[src/pkg/cts_pkg.sv]
package cts_pkg;
    localparam int NUM_TABLES = 3;
    localparam int NUM_CONDS = 3;
    localparam int NUM_EVAL = 9;
    localparam int NUM_SRC = 8;
    localparam int DATA_W = 16;
    // register byte offsets
    localparam logic [7:0] CTRL_OFS = 8'h00;
    localparam logic [7:0] STAT_OFS = 8'h04;
    localparam logic [7:0] COMB_OFS = 8'h08;
    localparam logic [7:0] RES_OFS = 8'h0c;
    localparam logic [7:0] COND_OFS = 8'h10;
    localparam logic [7:0] COND_END = 8'h34;
    // combination field positions in the comb register
    localparam int COMB_T1_POS = 0;
    localparam int COMB_T2_POS = 4;
    localparam int COMB_T3_POS = 8;
    localparam logic [1:0] RESP_OKAY = 2'h0;
    localparam logic [1:0] RESP_SLVERR = 2'h2;

    typedef enum logic [1:0] {
        SRC_NOT_USED = 2'h0,
        SRC_BLOCK = 2'h1,
        SRC_CONST = 2'h2
    } src_sel_type;

    typedef enum logic [2:0] {
        OP_EQ = 3'h0,
        OP_NE = 3'h1,
        OP_GT = 3'h2,
        OP_GE = 3'h3,
        OP_LT = 3'h4,
        OP_LE = 3'h5
    } op_type;

    typedef enum logic [1:0] {
        RES_FALSE = 2'h0,
        RES_TRUE = 2'h1,
        RES_ERROR = 2'h2,
        RES_NA = 2'h3
    } result_type;

    typedef enum logic [2:0] {
        COMB_DEFAULT = 3'h0,
        COMB_AND_ALL = 3'h1,
        COMB_OR_ALL = 3'h2,
        COMB_AND_OR = 3'h3,
        COMB_OR_AND = 3'h4
    } comb_type;

    localparam comb_type COMB_T1_RST = COMB_AND_ALL;
    localparam comb_type COMB_T2_RST = COMB_AND_ALL;
    localparam comb_type COMB_T3_RST = COMB_DEFAULT;

    // one upstream logical output
    typedef struct packed {
        logic [15:0] value;
        logic err;
        logic avail;
    } src_type;

    // condition config word, bit 0 upward: src1, num1, src2, num2, op, constant
    typedef struct packed {
        logic [15:0] konst;
        op_type op;
        logic [2:0] num2;
        src_sel_type src2;
        logic [2:0] num1;
        src_sel_type src1;
    } cond_cfg_type;

    localparam cond_cfg_type COND_CFG_RST = '{16'h0000, OP_EQ, 3'h0, SRC_NOT_USED,
                                              3'h0, SRC_NOT_USED};
endpackage

[src/rtl/condition_table_selector.sv]
// The register addresses and the AXI4-Lite interface to the registers were chosen for this implementation.
`timescale 1ns/1ps
module condition_table_selector
    import cts_pkg::*;
(
    input wire logic ref_clk_in, // 250 MHz clock
    input wire logic arst_n_in, // async reset, active low
    input wire logic tick_in, // update tick
    input cts_pkg::src_type src_in [cts_pkg::NUM_SRC], // upstream outputs
    input wire logic [2:0] lut_src_ok_in, // lookup table has input source
    input wire logic [47:0] lut_data_in, // lookup table data, table 1 low
    output logic [1:0] sel_index_out, // selected table 0..2
    output logic sel_valid_out, // a table is selected
    output logic no_sel_out, // evaluated, none selected
    output logic [15:0] data_out, // selected table data
    output logic data_na_out, // output not available
    input wire logic [7:0] s_axi_awaddr_in, // write address
    input wire logic s_axi_awvalid_in, // write address valid
    output logic s_axi_awready_out, // write address ready
    input wire logic [31:0] s_axi_wdata_in, // write data
    input wire logic [3:0] s_axi_wstrb_in, // byte strobes
    input wire logic s_axi_wvalid_in, // write data valid
    output logic s_axi_wready_out, // write data ready
    output logic [1:0] s_axi_bresp_out, // write response
    output logic s_axi_bvalid_out, // write response valid
    input wire logic s_axi_bready_in, // write response ready
    input wire logic [7:0] s_axi_araddr_in, // read address
    input wire logic s_axi_arvalid_in, // read address valid
    output logic s_axi_arready_out, // read address ready
    output logic [31:0] s_axi_rdata_out, // read data
    output logic [1:0] s_axi_rresp_out, // read response
    output logic s_axi_rvalid_out, // read data valid
    input wire logic s_axi_rready_in // read data ready
);
    import cts_pkg::*;

    function automatic logic [31:0] merge(input logic [31:0] old, input logic [31:0] nw,
                                          input logic [3:0] strb);
        logic [31:0] r;
        r = old;
        for (int b = 0; b < 4; b++) begin
            if (strb[b]) begin
                r[8*b +: 8] = nw[8*b +: 8];
            end
        end
        return r;
    endfunction

    function automatic logic compare(input op_type op, input logic [15:0] a,
                                     input logic [15:0] b);
        case (op)
            OP_EQ: return a == b;
            OP_NE: return a != b;
            OP_GT: return a > b;
            OP_GE: return a >= b;
            OP_LT: return a < b;
            OP_LE: return a <= b;
            default: return 1'b0;
        endcase
    endfunction

    function automatic logic combine(input comb_type c, input result_type r1,
                                     input result_type r2, input result_type r3);
        logic t1, t2, t3;
        t1 = (r1 == RES_TRUE);
        t2 = (r2 == RES_TRUE);
        t3 = (r3 == RES_TRUE);
        case (c)
            COMB_DEFAULT: return 1'b1;
            COMB_AND_ALL: return (t1 || r1 == RES_NA) && (t2 || r2 == RES_NA)
                                 && (t3 || r3 == RES_NA);
            COMB_OR_ALL: return t1 || t2 || t3;
            COMB_AND_OR: return (t1 && t2) || t3;
            COMB_OR_AND: return (t1 || t2) && t3;
            default: return 1'b0;
        endcase
    endfunction

    cond_cfg_type cfg_q [NUM_EVAL];
    logic [11:0] comb_q;
    logic enable_q;
    result_type res_q [NUM_EVAL];
    result_type res_d [NUM_EVAL];
    src_type arg1 [NUM_EVAL];
    src_type arg2 [NUM_EVAL];
    comb_type comb [NUM_TABLES];
    logic [2:0] hit;
    logic [1:0] sel_d;
    logic bvalid_q, rvalid_q;
    logic [1:0] bresp_q, rresp_q;
    logic [31:0] rdata_q, rd_word;
    logic rd_hit;

    assign comb[0] = comb_type'(comb_q[COMB_T1_POS +: 3]);
    assign comb[1] = comb_type'(comb_q[COMB_T2_POS +: 3]);
    assign comb[2] = comb_type'(comb_q[COMB_T3_POS +: 3]);

    // nine evaluators, index = table*3 + condition
    for (genvar i = 0; i < NUM_EVAL; i++) begin : g_cond
        // argument one only from a block output
        assign arg1[i] = (cfg_q[i].src1 == SRC_BLOCK) ? src_in[cfg_q[i].num1] : '0;
        // argument two from a block output or the constant
        assign arg2[i] = (cfg_q[i].src2 == SRC_BLOCK) ? src_in[cfg_q[i].num2] :
                         (cfg_q[i].src2 == SRC_CONST) ? {cfg_q[i].konst, 2'b01} : '0;
        assign res_d[i] = (!arg1[i].avail || !arg2[i].avail) ? RES_NA :
                          (arg1[i].err || arg2[i].err) ? RES_ERROR :
                          compare(cfg_q[i].op, arg1[i].value, arg2[i].value) ? RES_TRUE :
                          RES_FALSE;
    end

    for (genvar t = 0; t < NUM_TABLES; t++) begin : g_tab
        assign hit[t] = combine(comb[t], res_d[3*t], res_d[3*t+1], res_d[3*t+2]);
    end

    assign sel_d = hit[0] ? 2'h0 : hit[1] ? 2'h1 : 2'h2;

    always_ff @(posedge ref_clk_in or negedge arst_n_in) begin
        if (!arst_n_in) begin
            sel_index_out <= 2'h0;
            sel_valid_out <= 1'b0;
            no_sel_out <= 1'b0;
            data_out <= 16'h0000;
            data_na_out <= 1'b1;
            for (int i = 0; i < NUM_EVAL; i++) begin
                res_q[i] <= RES_NA;
            end
        end else if (!enable_q) begin
            sel_valid_out <= 1'b0;
            no_sel_out <= 1'b0;
            data_na_out <= 1'b1;
        end else if (tick_in) begin
            res_q <= res_d;
            sel_index_out <= sel_d;
            sel_valid_out <= |hit;
            no_sel_out <= ~|hit;
            data_out <= lut_data_in[16*sel_d +: 16];
            // no lookup source means not available
            data_na_out <= ~|hit | ~lut_src_ok_in[sel_d];
        end
    end

    // register bus
    logic wr_fire, rd_fire, wr_cond, op_lock;
    logic [7:0] wa, ra;
    logic [3:0] widx, ridx;
    cond_cfg_type wcfg;
    assign wr_fire = s_axi_awvalid_in && s_axi_wvalid_in && !bvalid_q;
    assign s_axi_awready_out = wr_fire;
    assign s_axi_wready_out = wr_fire;
    assign rd_fire = s_axi_arvalid_in && !rvalid_q;
    assign s_axi_arready_out = !rvalid_q;
    assign wa = {s_axi_awaddr_in[7:2], 2'b00};
    assign ra = {s_axi_araddr_in[7:2], 2'b00};
    assign widx = 4'((wa - COND_OFS) >> 2);
    assign ridx = 4'((ra - COND_OFS) >> 2);
    assign wr_cond = wa >= COND_OFS && wa < COND_END;
    assign wcfg = cond_cfg_type'(29'(merge({3'h0, cfg_q[widx]}, s_axi_wdata_in,
                                           s_axi_wstrb_in)));
    assign op_lock = wcfg.src1 != SRC_BLOCK
                     || (wcfg.src2 != SRC_BLOCK && wcfg.src2 != SRC_CONST);

    always_comb begin
        rd_word = 32'h0000_0000;
        rd_hit = 1'b1;
        if (ra == CTRL_OFS) begin
            rd_word = {31'h0, enable_q};
        end else if (ra == STAT_OFS) begin
            rd_word = {27'h0, data_na_out, no_sel_out, sel_valid_out, sel_index_out};
        end else if (ra == COMB_OFS) begin
            rd_word = {20'h0, comb_q};
        end else if (ra == RES_OFS) begin
            for (int i = 0; i < NUM_EVAL; i++) begin
                rd_word[2*i +: 2] = res_q[i];
            end
        end else if (ra >= COND_OFS && ra < COND_END) begin
            rd_word = {3'h0, cfg_q[ridx]};
        end else begin
            rd_hit = 1'b0;
        end
    end

    always_ff @(posedge ref_clk_in or negedge arst_n_in) begin
        if (!arst_n_in) begin
            enable_q <= 1'b0;
            comb_q <= 12'h000;
            comb_q[COMB_T1_POS +: 3] <= COMB_T1_RST;
            comb_q[COMB_T2_POS +: 3] <= COMB_T2_RST;
            comb_q[COMB_T3_POS +: 3] <= COMB_T3_RST;
            for (int i = 0; i < NUM_EVAL; i++) begin
                cfg_q[i] <= COND_CFG_RST;
            end
        end else if (wr_fire) begin
            if (wa == CTRL_OFS && s_axi_wstrb_in[0]) begin
                enable_q <= s_axi_wdata_in[0];
            end else if (wa == COMB_OFS) begin
                comb_q <= 12'(merge({20'h0, comb_q}, s_axi_wdata_in, s_axi_wstrb_in))
                          & 12'h777;
            end else if (wr_cond) begin
                cfg_q[widx] <= wcfg;
                // operator locked unless both sources valid
                if (op_lock) begin
                    cfg_q[widx].op <= cfg_q[widx].op;
                end
            end
        end
    end

    always_ff @(posedge ref_clk_in or negedge arst_n_in) begin
        if (!arst_n_in) begin
            bvalid_q <= 1'b0;
            bresp_q <= RESP_OKAY;
            rvalid_q <= 1'b0;
            rresp_q <= RESP_OKAY;
            rdata_q <= 32'h0000_0000;
        end else begin
            if (wr_fire) begin
                bvalid_q <= 1'b1;
                bresp_q <= (wa <= RES_OFS || wr_cond) ? RESP_OKAY : RESP_SLVERR;
            end else if (s_axi_bready_in) begin
                bvalid_q <= 1'b0;
            end
            if (rd_fire) begin
                rvalid_q <= 1'b1;
                rdata_q <= rd_word;
                rresp_q <= rd_hit ? RESP_OKAY : RESP_SLVERR;
            end else if (s_axi_rready_in) begin
                rvalid_q <= 1'b0;
            end
        end
    end

    assign s_axi_bvalid_out = bvalid_q;
    assign s_axi_bresp_out = bresp_q;
    assign s_axi_rvalid_out = rvalid_q;
    assign s_axi_rresp_out = rresp_q;
    assign s_axi_rdata_out = rdata_q;
endmodule // condition_table_selector

[config.mk]
export PLATFORM = sky130hd
export DESIGN_NAME = condition_table_selector
export DESIGN_NICKNAME = d
export VERILOG_FILES = /design/src/pkg/cts_pkg.sv /design/src/rtl/condition_table_selector.sv
export SDC_FILE = /design/constraint.sdc
export NUM_CORES = 2
export LEC_CHECK = 0
export ABC_CLOCK_PERIOD_IN_PS = 4800
export BUFFER_PORTS_ARGS = -buffer_cell sky130_fd_sc_hd__buf_4
export CAP_MARGIN = 20
export CORE_MARGIN = 2
export CORE_UTILIZATION = 40
export CTS_CLUSTER_DIAMETER = 60
export DETAILED_ROUTE_END_ITERATION = 8
export PLACE_DENSITY = 0.56
export SYNTH_ARGS = -nofsm -noshare
export SYNTH_HDL_FRONTEND = slang
export SYNTH_SLANG_ARGS = --single-unit
[constraint.sdc]
create_clock -name ref_clk_in -period 4.8 [get_ports ref_clk_in]
set_clock_uncertainty 0.2 [all_clocks]
set_input_delay 0.24 -clock ref_clk_in [delete_from_list [all_inputs] [get_ports ref_clk_in]]
set_output_delay 0.24 -clock ref_clk_in [all_outputs]
set_load 0.005 [all_outputs]
==> impl_metrics.json <==
{
  "maxCapViolCount": 0,
  "final-instance-count-excl-fill": 5836,
  "drt-pass1-iter-count": 6,
  "use_met1_pct": 49.3,
  "synth_area_mm2": 0.0435,
  "mostFrequentLayoutCell": "buf_4",
  "fin_ws_ps": -169,
  "rsz0062_at_grt": "yes",
  "crit_arrival_ps": 5330,
  "dpl.hpwl_um": 157000,
  "hold_ws_ps": 10.5,
  "drc": 0,
  "grt_pass1_vias": 40200,
  "insertion_delay_ps": 640,
  "synth_cell_types": 80,
  "grt_pass1_wl_um": 308000,
  "wl_per_cell_um": 37.9,
  "slew_headroom_pct": 31.4,
  "power_leakage_nw": 21.1,
  "cts_buffers": 45,
  "worstSetupPathType": "register to register",
  "tritoncts": "done",
  "initial_core_util_pct": 40.5,
  "routed_wl_um": 221000,
  "max-vdd-ir-drop_mv": 0.258,
  "worstPathCellList": "buf_12 > buf_12 > buf_12 > mux4_2 > mux2i_1 > nor2_1 > ha_1 > nand4_1 > or2_4 > a211oi_4 > or3_4 > a211o_1 > buf_4 > nand3b_1 > a31oi_4 > o21ai_4 > buf_6 > buf_6 > a22o_1 > a221oi_2",
  "ant_nets": 0,
  "total_power_w": 0.0118,
  "crit_fanout": 5,
  "fin_crit_ps": 4970,
  "grtUsageMet2_pct": 55.4,
  "cts_root_buf": "clkbuf_16",
  "start_kind": "register",
  "ys_warn_count": 0,
  "track_usage_pct": 38.7,
  "worstMarginPinSlew_ps": 1030,
  "synth.yosys.seq_area_share_pct": 19.8,
  "violations": "negative setup slack",
  "synthFlopType": "dfrtp_1",
  "core_area_mm2": 0.108,
  "rows": 120,
  "fmax_mhz": 201,
  "syn_avg_cell_area_um2": 11.5,
  "final_cell_mix": "829 x buf_4, 762 x mux4_2, 324 x nor2_1, 310 x mux2i_1, 286 x dfrtp_1",
  "netlist_instances": 3769,
  "hold_violations": 0,
  "io_buffer_count": 304,
  "fp.dieW_um": 334,
  "antenna_found_initial": 31,
  "synth-edff-count": 0,
  "die_area_mm2": 0.111,
  "regArea_mm2": 0.00866,
  "grt_max_degree": 155,
  "overflow": 0,
  "areaGrowthSynthToFinish_pct": 27.6,
  "ios": 317,
  "required_ps": 5160,
  "gr-usage-met3_pct": 16.2,
  "clk_pin_slew_ps": 60,
  "ys_ff_latch": 343,
  "synth.area.top_cells": "mux4_2 39%, dfrtp_1 19%, mux2i_1 7.7%, mux2_2 7.0%, ha_1 4.4%",
  "synth-async-reset-ratio_pct": 100,
  "slowest_stage": "mux4_2",
  "status": "finished with violations",
  "cp_common_cell": "buf_12",
  "drt_iter0_markers": 6262,
  "dp_cells": 5557,
  "nNetsFinal": 4789,
  "cts_sinks": 343,
  "setup_viol": 21,
  "fill_cells": 9536,
  "synth_top_area_share_pct": 39.5,
  "layout-drive-gt1-share_pct": 51.8,
  "gp_congestion": 1.06,
  "die_h_um": 334,
  "synth_top_area_cell": "mux4_2",
  "cts_buffer_depth": 3,
  "hold_path_class": "input pin to register",
  "vias_per_cell": 7.19,
  "num_vias": 42000,
  "busiest_layer": "met2",
  "critical_path.max_stage_delay_ps": 500,
  "slew_violations": 0,
  "cts_max_level": 2,
  "multi_input_area_mm2": 0.0334,
  "place_ws_ps": -534,
  "endpoint_kind": "register",
  "p_per_area_mw_per_mm2": 212,
  "final.period_utilization_pct": 104
}
[cell usage after synthesis, types with 14 or more instances]
| cell | number |
|---|---|
| inv_1 | 56 |
| a22o_1 | 40 |
| nor3_1 | 14 |
| dfstp_2 | 21 |
| a22oi_1 | 32 |
| buf_2 | 36 |
| o211ai_1 | 36 |
| nor2b_1 | 32 |
| mux4_2 | 762 |
| mux2i_1 | 335 |
| clkbuf_1 | 320 |
| dfrtp_1 | 322 |
| o21ai_0 | 126 |
| a21oi_1 | 243 |
| nand2b_1 | 33 |
| nand4_1 | 36 |
| mux2_2 | 271 |
| a221oi_1 | 29 |
| a21o_1 | 14 |
| buf_1 | 127 |
| nand2_1 | 202 |
| nor2_1 | 335 |
| ha_1 | 154 |
[routing by layer]
metal	wire, µm	part of all wire (%)
met3	34200	15
met1	78300	35
met2	92600	42
met5	153	0.069
met4	15700	7.1
[report_power, final]
group	switching [W]	leakage, nW	internal (W)
sequential	0.000223	4.57	0.00312
combinational	0.00250	15.8	0.00226
clock	0.00155	0.779	0.00212
total	0.00428	21.1	0.00750
[stage by stage]
step	utilization [%]	setup TNS [ps]	cell area (µm²)
after floorplan	-	0	43500
after global placement	47.7	-11440	51200
after detailed placement	47.7	-9670	51200
after CTS	50.8	-61.6	54600
after global routing	51.6	-4950	55500
final	51.6	-1770	55500
[worst paths after layout]
path	from	endpoint	slack [ps]	depth (start not counted)
worst max-delay path	register	data_na_out$_DFFE_PN1P_	-170	20
worst min-delay path	s_axi_araddr_in[6]	s_axi_rresp_out[1]$_DFFE_PN0P_	10	4
worst max register to register	register	data_na_out$_DFFE_PN1P_	-170	20
worst min register to register	res_q[11]$_DFFE_PN1P_	res_q[11]$_DFFE_PN1P_	260	2
max in group asynchronous	arst_n_in	async pin	3440	3
min in group asynchronous	arst_n_in	sel_index_out[1]$_DFFE_PN0P_	30	3
[kinds of logic after synthesis]
kind of cell | count (synthesis) | synth area share [%]
AO/OA/AOI/OAI | 622 | 9.06
XOR/XNOR | 8 | 0.161
adder cells (fa/ha/maj) | 155 | 4.46
buffers and inverters | 554 | 5.04
flip-flops | 343 | 19.8
multiplexers | 1368 | 54.2
other | 1 | 0.00862
AND/OR/NAND/NOR | 718 | 7.30
[area by class of cell]
type	count	area share (%)
Multi-Input combinational cell	2876	60.2
Timing Repair Buffer	1058	17.7
Sequential cell	343	15.6
Tap cell	1403	3.16
Clock buffer	56	2.23
Clock inverter	27	0.593
Inverter	56	0.379
Antenna cell	17	0.0767
[worst max-delay path, delay by kind of cell, from the launching register on]
family / cells / cell delay, ps
AO/OA/AOI/OAI: 6 / 1430
flip-flops: 1 / 410
AND/OR/NAND/NOR: 5 / 1050
multiplexers: 2 / 650
adder cells (fa/ha/maj): 1 / 320
buffers and inverters: 6 / 810
[repair_timing]
item | 4_1_cts | 5_1_grt
setup endpoints to repair | 21 | 21
gates resized for setup | 92 | 79
buffers inserted | 50 | 53
endpoints found under the hold margin | 401 | 0
gates cloned | 4 | 2
pin swaps | 41 | 71
hold buffers | 77 | 0
(Power assumes the default switching activity.)
